<file path="src/inc/phase_acc_osc_pkg.sv">
// Shared constants and types of the phase accumulator oscillator
package phase_acc_osc_pkg;

    // Datapath widths
    localparam int ACC_W    = 20;                      // Accumulator and increment width
    localparam int BYTE_W   = 8;                       // Register byte width
    localparam int UPPER_W  = ACC_W - 2 * BYTE_W;      // Bits held by the upper byte
    localparam int PWS_W    = 3;                       // Pulse width select width
    localparam int PCNT_W   = 7;                       // Pulse counter width, up to 127

    // Byte field positions inside the 20-bit words
    localparam int LOW_LSB   = 0;                      // Low byte starts at bit 0
    localparam int HIGH_LSB  = 8;                      // High byte starts at bit 8
    localparam int UPPER_LSB = 16;                     // Upper byte starts at bit 16

    // Reset values
    localparam logic [ACC_W-1:0]  WORD_RST = 20'h00000;  // Words clear to zero
    localparam logic [BYTE_W-1:0] BYTE_RST = 8'h00;      // Bytes clear to zero
    localparam logic [PCNT_W-1:0] PCNT_RST = 7'h00;      // Pulse counter clear

    // Increment load delay in input clock edges after a low byte write
    localparam logic [1:0] LOAD_EDGES = 2'h2;
    localparam logic [1:0] LOAD_IDLE  = 2'h0;

    // Register index of each byte register
    typedef enum logic [2:0] {
        SEL_ACCUM_LOW   = 3'h0,
        SEL_ACCUM_HIGH  = 3'h1,
        SEL_ACCUM_UPPER = 3'h2,
        SEL_INCR_LOW    = 3'h3,
        SEL_INCR_HIGH   = 3'h4,
        SEL_INCR_UPPER  = 3'h5
    } reg_sel_t;

    // Clock source encoding
    typedef enum logic [1:0] {
        SRC_INTERNAL_HF = 2'h0,
        SRC_SYS_OSC     = 2'h1,
        SRC_LOGIC_CELL  = 2'h2,
        SRC_RESERVED    = 2'h3
    } clk_src_t;

    // Control and configuration bits
    typedef struct packed {
        logic                 osc_enable;           // Block runs when set
        logic                 output_mode_sel;      // 1 pulse frequency, 0 fixed duty
        logic                 output_invert;        // Inverts the final output
        logic [PWS_W-1:0]     pulse_width_sel;      // Pulse width is 2**value
        clk_src_t             osc_clock_source_sel; // Input clock choice
    } osc_cfg_t;

    // Byte register write request
    typedef struct packed {
        logic              wr_en;                   // Write strobe, one cycle
        reg_sel_t          sel;                     // Target register
        logic [BYTE_W-1:0] data;                    // Byte written
    } reg_wr_t;

endpackage : phase_acc_osc_pkg

</file>
<file path="src/rtl/clk_src_tick.sv">
// Input clock selection turned into a one-cycle tick on each rising edge
`timescale 1ns/100ps
module clk_src_tick
    import phase_acc_osc_pkg::*;
(
    // Clock and reset
    input  wire logic     clk_i,
    input  wire logic     srst_i,
    // Source selection and candidate clocks
    input  wire clk_src_t sel_i,
    input  wire logic     internal_hf_osc_i,
    input  wire logic     logic_cell_out_i,
    // Tick out
    output logic          tick_o
);

    logic hf_prev_reg;   // Last sample of the internal oscillator
    logic hf_prev_next;
    logic lc_prev_reg;   // Last sample of the logic cell output
    logic lc_prev_next;

    // Next values of the history samples
    always_comb begin
        hf_prev_next = internal_hf_osc_i;
        lc_prev_next = logic_cell_out_i;
    end

    // History registers
    always_ff @(posedge clk_i) begin
        if (srst_i) begin
            hf_prev_reg <= 1'b0;
            lc_prev_reg <= 1'b0;
        end else begin
            hf_prev_reg <= hf_prev_next;
            lc_prev_reg <= lc_prev_next;
        end
    end

    // Rising edge of the chosen source; system clock ticks every cycle
    always_comb begin
        case (sel_i)
            SRC_INTERNAL_HF: tick_o = internal_hf_osc_i & ~hf_prev_reg;
            SRC_SYS_OSC:     tick_o = 1'b1;
            SRC_LOGIC_CELL:  tick_o = logic_cell_out_i & ~lc_prev_reg;
            default:         tick_o = 1'b0;                              // Reserved code
        endcase
    end

endmodule : clk_src_tick

</file>
<file path="src/rtl/phase_acc_osc.sv">
// Numerically controlled oscillator: accumulator, buffered increment and output shaper
// What this block does
// - Holds a readable, writable 20-bit accumulator
// - Each input edge adds buffered increment
// - Addition carry is the raw output
// - Two-bit field selects the input clock
// - Accumulator reached through low, high, upper bytes
// - Increment stored in low, high, upper bytes
// - Low write loads buffer on second edge
// - Disabled: increment writes load buffer immediately
// - Adder uses hidden double-buffered increment copy
// - Adder runs on selected input clock
// - Each carry raises an interrupt event
// - Carry shaped by toggle or pulse stretch
// - Mode bit: toggle, or pulse after carry
// - Pulse lasts 2**field input clock periods
// - Source codes: internal, system, logic cell, reserved
// - Invert bit flips output; status shows it
`timescale 1ns/100ps
module phase_acc_osc
    import phase_acc_osc_pkg::*;
(
    // Clock and reset
    input  wire logic              SYS_CLK_I,
    input  wire logic              SRST_I,
    // Configuration
    input  wire osc_cfg_t          CFG_I,
    // Byte register access
    input  wire reg_wr_t           REG_WR_I,
    input  wire reg_sel_t          RD_SEL_I,
    output logic [BYTE_W-1:0]      RD_DATA_O,
    // Candidate input clocks
    input  wire logic              INTERNAL_HF_OSC_I,
    input  wire logic              LOGIC_CELL_OUT_I,
    // Results
    output logic                   ACCUM_CARRY_O,
    output logic                   CARRY_EVENT_O,
    output logic                   OSC_OUT_O,
    output logic                   OUTPUT_STATUS_O
);

    // Pulse counter reload: width 2**sel periods, counted down to zero
    function automatic logic [PCNT_W-1:0] pulse_reload(input logic [PWS_W-1:0] sel);
        logic [PCNT_W:0] width;
        width = {{PCNT_W{1'b0}}, 1'b1} << sel;
        return width[PCNT_W-1:0] - {{(PCNT_W-1){1'b0}}, 1'b1};
    endfunction : pulse_reload

    // Merge one byte into a 20-bit word
    function automatic logic [ACC_W-1:0] put_byte(input logic [ACC_W-1:0] word,
                                                  input logic [1:0] idx,
                                                  input logic [BYTE_W-1:0] data);
        logic [ACC_W-1:0] res;
        res = word;
        case (idx)
            2'h0:    res[LOW_LSB +: BYTE_W]    = data;
            2'h1:    res[HIGH_LSB +: BYTE_W]   = data;
            default: res[UPPER_LSB +: UPPER_W] = data[UPPER_W-1:0];
        endcase
        return res;
    endfunction : put_byte

    // Read one byte from a 20-bit word, unused upper bits read as zero
    function automatic logic [BYTE_W-1:0] get_byte(input logic [ACC_W-1:0] word,
                                                   input logic [1:0] idx);
        logic [BYTE_W-1:0] res;
        res = BYTE_RST;
        case (idx)
            2'h0:    res = word[LOW_LSB +: BYTE_W];
            2'h1:    res = word[HIGH_LSB +: BYTE_W];
            default: res[UPPER_W-1:0] = word[UPPER_LSB +: UPPER_W];
        endcase
        return res;
    endfunction : get_byte

    logic               tick;           // One cycle per selected input clock edge
    logic [ACC_W-1:0]   acc_reg;        // Accumulator
    logic [ACC_W-1:0]   acc_next;
    logic [ACC_W-1:0]   incr_reg;       // Software visible increment
    logic [ACC_W-1:0]   incr_next;
    logic [ACC_W-1:0]   incr_buf_reg;   // Hidden copy used by the adder
    logic [ACC_W-1:0]   incr_buf_next;
    logic [1:0]         load_cnt_reg;   // Edges left before buffer load
    logic [1:0]         load_cnt_next;
    logic               carry_reg;      // Carry of the latest addition
    logic               carry_next;
    logic               event_reg;      // One-cycle carry event
    logic               event_next;
    logic               state_reg;      // Shaped output before inversion
    logic               state_next;
    logic [PCNT_W-1:0]  pcnt_reg;       // Pulse periods remaining
    logic [PCNT_W-1:0]  pcnt_next;
    logic               out_reg;        // Final output
    logic               out_next;
    logic [BYTE_W-1:0]  rd_reg;         // Read data
    logic [BYTE_W-1:0]  rd_next;
    logic [ACC_W:0]     sum;            // Adder result with carry
    logic               wr_acc;         // Write to an accumulator byte
    logic               wr_incr;        // Write to an increment byte
    logic [1:0]         wr_idx;         // Byte index of the write
    logic [1:0]         rd_idx;         // Byte index of the read

    // Edge detector on the chosen input clock
    clk_src_tick u_tick (
        .clk_i             (SYS_CLK_I),
        .srst_i            (SRST_I),
        .sel_i             (CFG_I.osc_clock_source_sel),
        .internal_hf_osc_i (INTERNAL_HF_OSC_I),
        .logic_cell_out_i  (LOGIC_CELL_OUT_I),
        .tick_o            (tick)
    );

    // Decode write target
    always_comb begin
        wr_acc  = REG_WR_I.wr_en && (REG_WR_I.sel <= SEL_ACCUM_UPPER);
        wr_incr = REG_WR_I.wr_en && (REG_WR_I.sel >= SEL_INCR_LOW)
                                 && (REG_WR_I.sel <= SEL_INCR_UPPER);
        wr_idx  = wr_acc ? REG_WR_I.sel[1:0] : 2'(REG_WR_I.sel - SEL_INCR_LOW);
        rd_idx  = (RD_SEL_I <= SEL_ACCUM_UPPER) ? RD_SEL_I[1:0]
                                                : 2'(RD_SEL_I - SEL_INCR_LOW);
    end

    // Increment registers and the hidden buffer
    always_comb begin
        incr_next     = incr_reg;
        incr_buf_next = incr_buf_reg;
        load_cnt_next = load_cnt_reg;
        if (wr_incr) begin
            incr_next = put_byte(incr_reg, wr_idx, REG_WR_I.data);
        end
        if (!CFG_I.osc_enable) begin
            load_cnt_next = LOAD_IDLE;
            if (wr_incr) begin
                incr_buf_next = incr_next;
            end
        end else begin
            // Count input edges towards the load; a fresh low write restarts it
            if (tick && (load_cnt_reg != LOAD_IDLE)) begin
                load_cnt_next = load_cnt_reg - 2'h1;
                if (load_cnt_reg == 2'h1) begin
                    incr_buf_next = incr_reg;
                end
            end
            if (wr_incr && (REG_WR_I.sel == SEL_INCR_LOW)) begin
                load_cnt_next = LOAD_EDGES;
            end
        end
    end

    // Adder and accumulator, advanced only on input clock edges
    always_comb begin
        sum        = {1'b0, acc_reg} + {1'b0, incr_buf_reg};
        acc_next   = acc_reg;
        carry_next = carry_reg;
        event_next = 1'b0;
        if (!CFG_I.osc_enable) begin
            carry_next = 1'b0;
        end else if (tick) begin
            acc_next   = sum[ACC_W-1:0];
            carry_next = sum[ACC_W];
            event_next = sum[ACC_W];
        end
        if (wr_acc) begin
            acc_next = put_byte(acc_reg, wr_idx, REG_WR_I.data);
        end
    end

    // Output shaper: toggle or stretched pulse, then polarity
    always_comb begin
        state_next = state_reg;
        pcnt_next  = pcnt_reg;
        if (!CFG_I.osc_enable) begin
            state_next = 1'b0;
            pcnt_next  = PCNT_RST;
        end else if (tick) begin
            if (!CFG_I.output_mode_sel) begin
                // Fixed duty: toggle on the edge that carries
                if (sum[ACC_W]) begin
                    state_next = ~state_reg;
                end
            end else if (carry_reg) begin
                // Pulse starts on the edge after the carry; a new carry restarts it
                state_next = 1'b1;
                pcnt_next  = pulse_reload(CFG_I.pulse_width_sel);
            end else if (state_reg) begin
                if (pcnt_reg == PCNT_RST) begin
                    state_next = 1'b0;
                end else begin
                    pcnt_next = pcnt_reg - 7'h01;
                end
            end
        end
        out_next = state_next ^ CFG_I.output_invert;
    end

    // Read data path
    always_comb begin
        if (RD_SEL_I <= SEL_ACCUM_UPPER) begin
            rd_next = get_byte(acc_reg, rd_idx);
        end else if (RD_SEL_I <= SEL_INCR_UPPER) begin
            rd_next = get_byte(incr_reg, rd_idx);
        end else begin
            rd_next = BYTE_RST;                                             // Unused index
        end
    end

    // All state registers, cleared on reset
    always_ff @(posedge SYS_CLK_I) begin
        if (SRST_I) begin
            acc_reg      <= WORD_RST;
            incr_reg     <= WORD_RST;
            incr_buf_reg <= WORD_RST;
            load_cnt_reg <= LOAD_IDLE;
            carry_reg    <= 1'b0;
            event_reg    <= 1'b0;
            state_reg    <= 1'b0;
            pcnt_reg     <= PCNT_RST;
            out_reg      <= 1'b0;
            rd_reg       <= BYTE_RST;
        end else begin
            acc_reg      <= acc_next;
            incr_reg     <= incr_next;
            incr_buf_reg <= incr_buf_next;
            load_cnt_reg <= load_cnt_next;
            carry_reg    <= carry_next;
            event_reg    <= event_next;
            state_reg    <= state_next;
            pcnt_reg     <= pcnt_next;
            out_reg      <= out_next;
            rd_reg       <= rd_next;
        end
    end

    // Outputs
    assign ACCUM_CARRY_O   = carry_reg;
    assign CARRY_EVENT_O   = event_reg;
    assign OSC_OUT_O       = out_reg;
    assign OUTPUT_STATUS_O = out_reg;
    assign RD_DATA_O       = rd_reg;

endmodule : phase_acc_osc

</file>
<file path="config.mk">
export PLATFORM = sky130hd
export DESIGN_NAME = phase_acc_osc
export DESIGN_NICKNAME = d
export VERILOG_FILES = /design/src/inc/phase_acc_osc_pkg.sv /design/src/rtl/clk_src_tick.sv /design/src/rtl/phase_acc_osc.sv
export SDC_FILE = /design/constraint.sdc
export NUM_CORES = 1
export LEC_CHECK = 0
export ABC_AREA = 1
export BUFFER_PORTS_ARGS = -buffer_cell sky130_fd_sc_hd__clkbuf_2
export CORE_ASPECT_RATIO = 1.75
export CORE_MARGIN = 5
export CORE_UTILIZATION = 65
export CTS_BUF_LIST = sky130_fd_sc_hd__clkbuf_4 sky130_fd_sc_hd__clkbuf_8 sky130_fd_sc_hd__clkbuf_16
export DETAILED_ROUTE_END_ITERATION = 12
export PLACE_DENSITY = 0.94
export SKIP_LAST_GASP = 1
export SLEW_MARGIN = 5
export SYNTH_ARGS = -nofsm -noshare
export SYNTH_HDL_FRONTEND = slang
export SYNTH_SLANG_ARGS = --single-unit
</file>
<file path="constraint.sdc">
create_clock -name SYS_CLK_I -period 3.4 [get_ports SYS_CLK_I]
set_input_delay 0.17 -clock SYS_CLK_I [delete_from_list [all_inputs] [get_ports SYS_CLK_I]]
set_output_delay 0.17 -clock SYS_CLK_I [all_outputs]
set_load 0.02 [all_outputs]
</file>
==> impl_metrics.sql, run 1 <==
INSERT INTO impl_metrics (metric_group, metric, value, unit) VALUES
('status', 'outcome', 'finished, final reports clean', ''),
('pwr', 'power.net_switching', '802', 'µW'),
('clocking', 'root_buffer', 'clkbuf_16', ''),
('worst_setup_path', 'timing.setup.critical_path_class', 'reg -> reg', ''),
('routing', 'total_length_of_routed_wires', '18000', 'µm'),
('clocking', 'post-cts-setup-buffers', '0', ''),
('worst_setup_path', 'r2r_cells', '10', ''),
('sta', 'worst_clock_skew', '0.00469', 'ns'),
('floorplanning', 'die_area', '9960', 'µm²'),
('sta', 'final_min_period_over_clock_period', '67.7', '%'),
('worst_setup_path', 'cp_data_arrival_time', '2.57', 'ns'),
('sta', 'maxSlewHeadroom', '48.7', '%'),
('synthesis', 'post_synth_inst_count', '777', ''),
('floorplanning', 'core', '7860', 'µm²'),
('floorplanning', 'chip_height', '128', 'µm'),
('synthesis', 'edff_count_synth', '0', ''),
('floorplanning', 'io_pins', '39', ''),
('sta', 'final_critical_path_setup_slack', '1.10', 'ns'),
('global_route', 'grt_antenna_before_repair', '0', ''),
('sta', 'max_slew.worst_pin.slew', '0.769', 'ns'),
('pwr', 'p_comb_share', '18.2', '%'),
('routing', 'drt_first_iter_violations', '641', ''),
('synthesis', 'synthesis.area', '5200', 'µm²'),
('global_route', 'grt_max_degree', '42', ''),
('floorplanning', 'dieWidth', '77.6', 'µm'),
('sta', 'timing.final.crit_period', '2.30', 'ns'),
('worst_setup_path', 'timing.critical_path.required', '3.67', 'ns'),
('synthesis', 'postSynthRegisterBits', '83', ''),
('job', 'max-cap-violations', '0', ''),
('routing', 'viasPerCell', '6.27', ''),
('synthesis', 'synthesis.area_per_instance', '6.69', 'µm²'),
('routing', 'routed_wire_length_per_instance', '20.0', 'µm'),
('hold_path', 'hold-path-endpoint', 'u_tick.hf_prev_reg', ''),
('global_route', 'grt.total_usage', '36.5', '%'),
('synthesis', 'synth.yosys.warnings', '0', ''),
('pwr', 'power.density', '485', 'nW/µm²'),
('sta', 'finalHoldViolations', '0', ''),
('final_layout', 'antenna_cells', '0', ''),
('pwr', 'power.static_leakage', '2.81', 'nW'),
('final_layout', 'nNetsFinal', '859', ''),
('clocking', 'worst_skew_pair.late_latency', '0.34', 'ns'),
('synthesis', 'ys_seq_area_share', '31.9', '%'),
('global_route', 'grt_overflow_total', '0', ''),
('sta', 'timing.final.setup_violations', '0', ''),
('final_layout', 'share_of_post_route_cells_with_drive_strength_above_1', '10.9', '%'),
('placed_design', 'dp_slack', '0.919', 'ns'),
('worst_setup_path', 'crit_path_start_kind', 'register', ''),
('routing', 'route.antenna.remaining_nets', '0', ''),
('sta', 'setup_total_negative_slack', '0', 'ns'),
('clocking', 'h-tree-depth', '3', ''),
('worst_setup_path', 'reg2reg_setup_slack', '1.10', 'ns'),
('clocking', 'cts-hold-fix-buffers', '0', ''),
('sta', 'max_freq', '435', 'MHz'),
('pwr', 'vdd.ir_drop.worst', '429', 'µV'),
('sta', 'grt_setup_unrepaired', 'no', ''),
('final_layout', 'filler_cell_count', '645', ''),
('synthesis', 'ys.flop_type', 'dfxtp_1', ''),
('routing', 'drt-pass1-iter-count', '5', ''),
('synthesis', 'synth.net_count', '832', ''),
('synthesis', 'synth_cell_type_count', '46', ''),
('clocking', 'clk_pin_slew', '0.06', 'ns'),
('worst_setup_path', 'regToRegEndpoint', 'acc_reg[15]', ''),
('global_route', 'first_global_vias', '5582', ''),
('floorplanning', 'floorplan.initialDensity', '66.2', '%'),
('final_layout', 'flow.area_growth_from_synthesis', '11.2', '%'),
('hold_path', 'hold_path_depth', '3', ''),
('worst_setup_path', 'worst_setup_path_end_kind', 'register', ''),
('placed_design', 'place_congestion', '1.04', ''),
('global_route', 'grt_first_pass_wirelength', '28100', 'µm'),
('clocking', 'cts-root-to-sink-buffers', '2', ''),
('clocking', 'clock_buffer_count_from_cts', '9', '');
[power by group through the flow]
stage	sequential, mW	combinational, mW	clock (mW)
after floorplan	1.09	0.349	0
after global placement	1.10	0.475	0
after detailed placement	1.10	0.486	0
after CTS	1.08	0.498	1.20
after global routing	1.09	0.562	1.25
final	1.09	0.511	1.21
[Yosys cell counts, types with 3 or more instances]
cell	n	share of area, %
a21oi_1	89	8.6
a22o_1	4	0.67
a31oi_1	10	1.2
buf_1	3	0.22
buf_2	5	0.48
clkbuf_1	16	1.2
dfxtp_1	83	32
ha_1	27	6.5
inv_1	78	5.6
inv_2	6	0.43
nand2_1	165	12
nand3_1	41	3.9
nand4_1	5	0.60
nor2_1	68	4.9
nor2_4	3	0.65
nor3_1	5	0.48
o211ai_1	4	0.58
o21ai_0	69	6.6
o21ai_1	17	1.6
o21bai_1	5	0.72
o22ai_1	10	1.2
or2_1	19	2.3
or2_2	8	0.96
xor2_1	5	0.84
[how the worst max path moves through the flow]
stage | cells after the start | startpoint | slack [ns] | end
after floorplan | 11 | acc_reg[0] | 1.43 | acc_reg[12]
after global placement | 11 | REG_WR_I[8] | 0.94 | acc_reg[14]
after detailed placement | 11 | REG_WR_I[8] | 0.92 | acc_reg[14]
after CTS | 9 | acc_reg[4] | 1.15 | acc_reg[15]
after global routing | 9 | incr_buf_reg[2] | 0.93 | acc_reg[15]
final | 10 | acc_reg[2] | 1.10 | acc_reg[15]
[cells in the final DEF (no fill, tap or decap), types with 10 or more instances in the layout]
master,netlist,layout
ha_1,27,27
nand2_1,165,165
o21ai_1,17,17
o21ai_0,69,69
or2_1,19,19
a21oi_1,89,89
nor2_1,68,68
dfxtp_1,83,83
inv_1,78,78
clkbuf_2,0,38
nand3_1,41,41
a31oi_1,10,10
o22ai_1,10,10
[metal layers]
| metal | share of wire, % | global-route usage, % |
|---|---|---|
| met5 | 0 | 0 |
| met4 | 9.6 | 29.8 |
| met3 | 6.9 | 4.97 |
| met2 | 51 | 65.0 |
| met1 | 33 | 36.9 |
[final cells by class]
type | count | area (µm²) | area share [%]
clock buffers | 10 | 233 | 4.02
multi-input cells | 582 | 3090 | 53.5
flip-flops and latches | 83 | 1660 | 28.7
well taps | 90 | 113 | 1.95
clock inverters | 6 | 138 | 2.38
repair buffers | 43 | 228 | 3.94
inverters | 85 | 319 | 5.51
[cells by family (layout without fill, tap and decap cells)]
logic type                 after synthesis  in the layout  synth area share [%]
adders and majority gates               28             28                  6.88
and+or+nand+nor                        327            327                  27.9
AOI/OAI and AO/OA                      219            219                  23.0
DFF                                     83             83                  31.9
xor gates and xnor gates                 8              8                  1.64
buffers and inverters                  112            144                  8.56
[per-stage QoR]
stage / hold WS (ns) / instances / instance area [µm²] / total power [mW] / util [%]
2_1_floorplan: 0.292 / 777 / 5200 / 1.44 / -
3_3_place_gp: 0.385 / 883 / 5420 / 1.58 / 68.9
3_5_place_dp: 0.401 / 883 / 5420 / 1.59 / 68.9
4_1_cts: 0.0506 / 899 / 5790 / 2.78 / 73.7
5_1_grt: 0.0703 / 899 / 5790 / 2.90 / 73.7
6_report: 0.0482 / 899 / 5790 / 2.81 / 73.7
[worst max-delay path, cell delays in order (launching register included)]
cell and delay, ns:
dfxtp_1 0.32, ha_1 0.39, a21oi_1 0.23, nand2_1 0.15
a21boi_0 0.33, o21ai_0 0.27, nand3_1 0.17, nand2_1 0.06
nand2_1 0.05, nand3_1 0.09, a21oi_1 0.16
(Power assumes the default switching activity.)
==> inputs of run 2 (changes only) <==
- CORE_UTILIZATION: 65 -> 61
- PLACE_DENSITY: 0.94 -> 0.9
- clock period: 3.4 -> 2.4 ns (I/O delays scaled with it)
==> impl_metrics.sql, run 2 (synthesized netlist as in run 1, its figures left out) <==
INSERT INTO impl_metrics (metric_group, metric, value, unit) VALUES
('final_layout', 'nNetsFinal', '865', ''),
('placed_design', 'place_congestion', '1.04', ''),
('final_layout', 'mostFrequentLayoutCells', 'nand2_1, a21oi_1, dfxtp_1', ''),
('pwr', 'power.net_switching', '1.18', 'mW'),
('sta', 'finalHoldViolations', '0', ''),
('placed_design', 'port_buffers', '38', ''),
('final_layout', 'sequential_cell_area', '1660', 'µm²'),
('worst_setup_path', 'timing.critical_path.required', '2.68', 'ns'),
('placed_design', 'placed_cell_area', '5480', 'µm²'),
('sta', 'maxSlewHeadroom', '53.5', '%'),
('routing', 'route.antenna.remaining_nets', '0', ''),
('global_route', 'grt_antenna_before_repair', '0', ''),
('pwr', 'power.density', '638', 'nW/µm²'),
('hold_path', 'worstHoldPathType', 'in -> reg', ''),
('sta', 'max_slew.worst_pin.slew', '0.697', 'ns'),
('routing', 'viasPerCell', '6.02', ''),
('final_layout', 'flow.area_growth_from_synthesis', '11.8', '%'),
('routing', 'detail_route.drc_violations', '0', ''),
('global_route', 'first_global_vias', '5399', ''),
('routing', 'drt_first_iter_violations', '509', ''),
('pwr', 'vdd.ir_drop.worst', '627', 'µV'),
('sta', 'max_freq', '433', 'MHz'),
('final_layout', 'filler_cell_count', '705', ''),
('sta', 'final_critical_path_setup_slack', '0.0909', 'ns'),
('final_layout', 'antenna_cells', '0', ''),
('final_layout', 'share_of_post_route_cells_with_drive_strength_above_1', '11.5', '%'),
('sta', 'final-max-slew-violation-count', '0', ''),
('pwr', 'power.static_leakage', '2.80', 'nW'),
('worst_setup_path', 'timing.setup.critical_path_class', 'reg -> reg', ''),
('floorplanning', 'io_pins', '39', ''),
('pwr', 'internal_power', '2.53', 'mW'),
('pwr', 'power.share.sequential', '41.4', '%'),
('clocking', 'root_buffer', 'clkbuf_16', ''),
('floorplanning', 'core', '8310', 'µm²'),
('final_layout', 'multi_input_comb_area', '3110', 'µm²'),
('job', 'max-cap-violations', '0', ''),
('clocking', 'clk_pin_slew', '0.07', 'ns'),
('sta', 'timing.final.crit_period', '2.31', 'ns'),
('worst_setup_path', 'cp_data_arrival_time', '2.59', 'ns'),
('clocking', 'cts-root-to-sink-buffers', '2', ''),
('sta', 'worst_clock_skew', '0.0116', 'ns'),
('sta', 'setup_total_negative_slack', '0', 'ns'),
('sta', 'timing.final.setup_violations', '0', ''),
('placed_design', 'dp_slack', '0.166', 'ns'),
('pwr', 'pwr-share-clk', '38.7', '%'),
('floorplanning', 'placementRows', '44', ''),
('floorplanning', 'floorplan.initialDensity', '62.6', '%'),
('floorplanning', 'chip_height', '132', 'µm'),
('clocking', 'worst_skew_pair.late_latency', '0.34', 'ns'),
('clocking', 'h-tree-depth', '3', ''),
('global_route', 'grt_overflow_total', '0', ''),
('final_layout', 'utilization', '69.9', '%'),
('worst_setup_path', 'worst_setup_path_end_kind', 'register', ''),
('final_layout', 'post_layout_nonfiller_instances', '930', ''),
('routing', 'drt-pass1-iter-count', '7', ''),
('clocking', 'clock_sink_count', '83', ''),
('floorplanning', 'dieWidth', '79.8', 'µm'),
('worst_setup_path', 'crit_path_max_fanout', '6', ''),
('global_route', 'grt_max_degree', '26', ''),
('worst_setup_path', 'crit_path_start_kind', 'register', ''),
('clocking', 'cts_tree', 'yes', ''),
('routing', 'total_length_of_routed_wires', '18100', 'µm'),
('final_layout', 'final_common_cell', 'nand2_1', ''),
('pwr', 'p_comb_share', '19.9', '%'),
('placed_design', 'hpwl', '14100', 'µm'),
('clocking', 'post-cts-setup-buffers', '0', ''),
('placed_design', 'dp_cells', '913', ''),
('pwr', 'power_switching_share', '31.7', '%'),
('clocking', 'clock_buffer_count_from_cts', '9', ''),
('global_route', 'grt_first_pass_wirelength', '28400', 'µm'),
('routing', 'routed_wire_length_per_instance', '19.5', 'µm'),
('global_route', 'grt.total_usage', '35.6', '%'),
('status', 'outcome', 'finished, final reports clean', ''),
('sta', 'final_min_period_over_clock_period', '96.2', '%'),
('routing', 'via_count', '5601', ''),
('final_layout', 'layout.cell_area.non_filler', '5810', 'µm²'),
('floorplanning', 'die_area', '10500', 'µm²');
run 2: changes by cell type in the layout (fill, tap and decap cells not counted), sizes merged:
cell | before | now
buf | 5 | 10
bufinv | 4 | 1
inv | 84 | 87
clkinvlp | 0 | 2
clkbuf | 48 | 47
clkinv | 3 | 2
dlygate4sd3 | 0 | 1
run 2: layout make-up:
class,instances,area share (%)
multi-input combinational,582,53.4
clock buffer,9,3.87
tap,115,2.48
inverter,85,5.49
timing repair buffer,49,4.74
clock inverter,7,1.42
sequential,83,28.6
run 2: path summary, 6_finish.rpt:
kind / startpoint / to / slack [ns] / cells after the start
hold / removal: LOGIC_CELL_OUT_I / u_tick.lc_prev_reg / 0.03 / 3
hold reg to reg: load_cnt_reg[0] / load_cnt_reg[0] / 0.52 / 2
setup / recovery: acc_reg[15] / acc_reg[19] / 0.09 / 8
setup reg to reg: acc_reg[15] / acc_reg[19] / 0.09 / 8
run 2: repair_timing:
item / in CTS / in global routing
hold buffers: 1 / 0
setup endpoints to repair: 0 / 2
hold endpoints to repair: 1 / 0
gates resized for setup: 0 / 2
run 2: stage by stage:
step / power (mW) / hold WS (ns)
finish: 3.71 / 0.0273
global route: 3.85 / 0.0431
CTS: 3.69 / 0.0225
detailed placement: 2.27 / 0.345
global placement: 2.26 / 0.336
floorplan: 2.04 / 0.242
run 2: critical path: stages, from the launching register on:
cell	delay (ns)
dfxtp_1	0.38
ha_1	0.48
nand2_1	0.13
nor3_1	0.29
and2_1	0.24
nand4_1	0.27
nand4_1	0.21
nand3_1	0.11
a21oi_1	0.14
run 2: metal layers:
layer	vias up	track usage (%)	share of wire [%]
met5	-	0	0
met4	0	27.3	8.3
met3	92	7.73	6.4
met2	280	61.1	52
met1	2573	36.3	34
li1	2656	-	-
run 2: power groups by stage:
stage	clock, mW	combinational [mW]	sequential (mW)
2_1_floorplan	0	0.495	1.54
3_3_place_gp	0	0.694	1.56
3_5_place_dp	0	0.710	1.56
4_1_cts	1.44	0.722	1.53
5_1_grt	1.51	0.807	1.54
6_report	1.43	0.738	1.54
==> inputs of run 3 (changes only) <==
- CORE_UTILIZATION: 61 -> 25
- PLACE_DENSITY: 0.9 -> not set
==> impl_metrics.sql, run 3 (synthesized netlist as in run 1, its figures left out) <==
INSERT INTO impl_metrics (metric_group, metric, value, unit) VALUES
('final_layout', 'mostFrequentLayoutCells', 'nand2_1, a21oi_1, dfxtp_1', ''),
('routing', 'detail_route.drc_violations', '0', ''),
('worst_setup_path', 'crit_path_max_fanout', '5', ''),
('sta', 'worst_clock_skew', '0.0149', 'ns'),
('pwr', 'p_comb_share', '20.2', '%'),
('routing', 'routed_wire_length_per_instance', '16.6', 'µm'),
('sta', 'timing.final.crit_period', '2.21', 'ns'),
('worst_setup_path', 'timing.critical_path.slowest_stage_cell', 'fa_1', ''),
('clocking', 'clk_pin_slew', '0.07', 'ns'),
('placed_design', 'place_congestion', '0.966', ''),
('clocking', 'clock_sink_count', '83', ''),
('routing', 'drt_first_iter_violations', '297', ''),
('worst_setup_path', 'cp_data_arrival_time', '2.44', 'ns'),
('pwr', 'power_switching_share', '31.4', '%'),
('final_layout', 'flow.area_growth_from_synthesis', '15.6', '%'),
('sta', 'max_freq', '452', 'MHz'),
('global_route', 'grt_first_pass_wirelength', '27900', 'µm'),
('floorplanning', 'placementRows', '69', ''),
('clocking', 'h-tree-depth', '3', ''),
('placed_design', 'placed_cell_area', '5700', 'µm²'),
('final_layout', 'share_of_post_route_cells_with_drive_strength_above_1', '12.0', '%'),
('global_route', 'grt_overflow_total', '0', ''),
('pwr', 'power.share.sequential', '41.6', '%'),
('sta', 'setup_total_negative_slack', '0', 'ns'),
('sta', 'final_min_period_over_clock_period', '92.1', '%'),
('final_layout', 'nNetsFinal', '871', ''),
('worst_setup_path', 'timing.critical_path.required', '2.63', 'ns'),
('pwr', 'vdd.ir_drop.worst', '517', 'µV'),
('final_layout', 'layout.cell_area.non_filler', '6010', 'µm²'),
('job', 'max-cap-violations', '0', ''),
('floorplanning', 'dieWidth', '119', 'µm'),
('sta', 'maxSlewHeadroom', '46.8', '%'),
('sta', 'finalHoldViolations', '0', ''),
('clocking', 'root_buffer', 'clkbuf_16', ''),
('floorplanning', 'die_area', '23900', 'µm²'),
('routing', 'total_length_of_routed_wires', '17700', 'µm'),
('clocking', 'worst_skew_pair.late_latency', '0.36', 'ns'),
('global_route', 'grt_antenna_before_repair', '0', ''),
('pwr', 'pwr_total', '3.68', 'mW'),
('pwr', 'power.net_switching', '1.16', 'mW'),
('clocking', 'clock_buffer_count_from_cts', '9', ''),
('routing', 'via_count', '5266', ''),
('status', 'outcome', 'finished, final reports clean', ''),
('final_layout', 'final_common_cell', 'nand2_1', ''),
('sta', 'timing.final.setup_violations', '0', ''),
('sta', 'final-max-slew-violation-count', '0', ''),
('worst_setup_path', 'most_numerous_cell_on_the_critical_path', 'nand2_1', ''),
('clocking', 'cts-root-to-sink-buffers', '2', ''),
('placed_design', 'hpwl', '14100', 'µm'),
('sta', 'final_critical_path_setup_slack', '0.190', 'ns'),
('worst_setup_path', 'worst_setup_path_end_kind', 'register', ''),
('hold_path', 'worstHoldPathType', 'in -> reg', ''),
('floorplanning', 'core', '20400', 'µm²'),
('placed_design', 'port_buffers', '38', ''),
('worst_setup_path', 'crit_path_start_kind', 'register', ''),
('placed_design', 'dp_slack', '0.253', 'ns'),
('worst_setup_path', 'path_cells', 'ha_1, fa_1, nand3_1, nand2_1, a21oi_1, inv_1, nand2_1, nand2_1, or2_2, nand3_1, a31oi_1', ''),
('floorplanning', 'floorplan.initialDensity', '25.5', '%'),
('worst_setup_path', 'timing.setup.critical_path_class', 'reg -> reg', ''),
('global_route', 'grt_max_degree', '26', ''),
('floorplanning', 'chip_height', '201', 'µm'),
('pwr', 'internal_power', '2.52', 'mW'),
('pwr', 'power.density', '612', 'nW/µm²'),
('global_route', 'grt.total_usage', '14.9', '%'),
('routing', 'route.antenna.remaining_nets', '0', ''),
('global_route', 'first_global_vias', '5257', ''),
('floorplanning', 'io_pins', '39', ''),
('routing', 'drt-pass1-iter-count', '5', ''),
('pwr', 'pwr-share-clk', '38.2', '%'),
('final_layout', 'antenna_cells', '0', ''),
('clocking', 'cts_tree', 'yes', ''),
('routing', 'viasPerCell', '4.93', ''),
('sta', 'max_slew.worst_pin.slew', '0.797', 'ns'),
('sta', 'grt_setup_unrepaired', 'no', ''),
('pwr', 'power.static_leakage', '2.83', 'nW'),
('worst_setup_path', 'slowest_delay', '0.46', 'ns');
==> run 3: final cells by class <==
type	count	area, µm²
well taps	248	310
fillers	2276	14400
clock inverters	6	65.1
inverters	85	319
clock buffers	9	225
multi-input cells	582	3100
repair buffers	55	335
flip-flops and latches	83	1660
==> run 3: power by group through the flow <==
stage	logic, mW	registers (mW)	clock network (mW)
floorplan	0.495	1.54	0
global placement	0.732	1.56	0
detailed placement	0.736	1.56	0
CTS	0.742	1.53	1.43
global route	0.832	1.54	1.48
finish	0.743	1.53	1.41
==> run 3: worst paths after layout <==
check,cells past startpoint,slack [ns],to,from
hold reg to reg,2,0.52,load_cnt_reg[0],load_cnt_reg[0]
setup reg to reg,11,0.19,acc_reg[12],acc_reg[0]
setup / recovery,11,0.19,acc_reg[12],acc_reg[0]
hold / removal,3,0.06,OSC_OUT_O,CFG_I[5]
==> run 3: critical path, delay by kind of cell, from the launching register on <==
kind | cells | cell delay (ns)
buffers and inverters | 1 | 0.08
adders and majority gates | 2 | 0.71
DFF | 1 | 0.33
and+or+nand+nor | 6 | 0.70
AOI/OAI and AO/OA | 2 | 0.26
==> run 3: through the flow <==
stage | cells | utilization (%) | hold slack (ns)
4_1_cts | 1068 | 29.5 | 0.0698
2_1_floorplan | 777 | - | 0.242
6_report | 1068 | 29.5 | 0.0623
5_1_grt | 1068 | 29.5 | 0.116
3_3_place_gp | 1051 | 28.0 | 0.338
3_5_place_dp | 1051 | 28.0 | 0.343
==> run 3: what timing repair did <==
action,CTS,global route
endpoints found under the setup margin,0,1
hold endpoints to repair,2,0
gates resized for setup,0,1
setup buffers,0,0
hold buffers,2,0
==> run 3: layer usage <==
| layer | share of wire (%) | global-route usage, % | vias up |
|---|---|---|---|
| li1 | - | - | 2668 |
| met1 | 36 | 14.2 | 2426 |
| met2 | 55 | 29.3 | 130 |
| met3 | 3.1 | 1.95 | 42 |
| met4 | 5.5 | 8.91 | 0 |
| met5 | 0 | 0 | - |
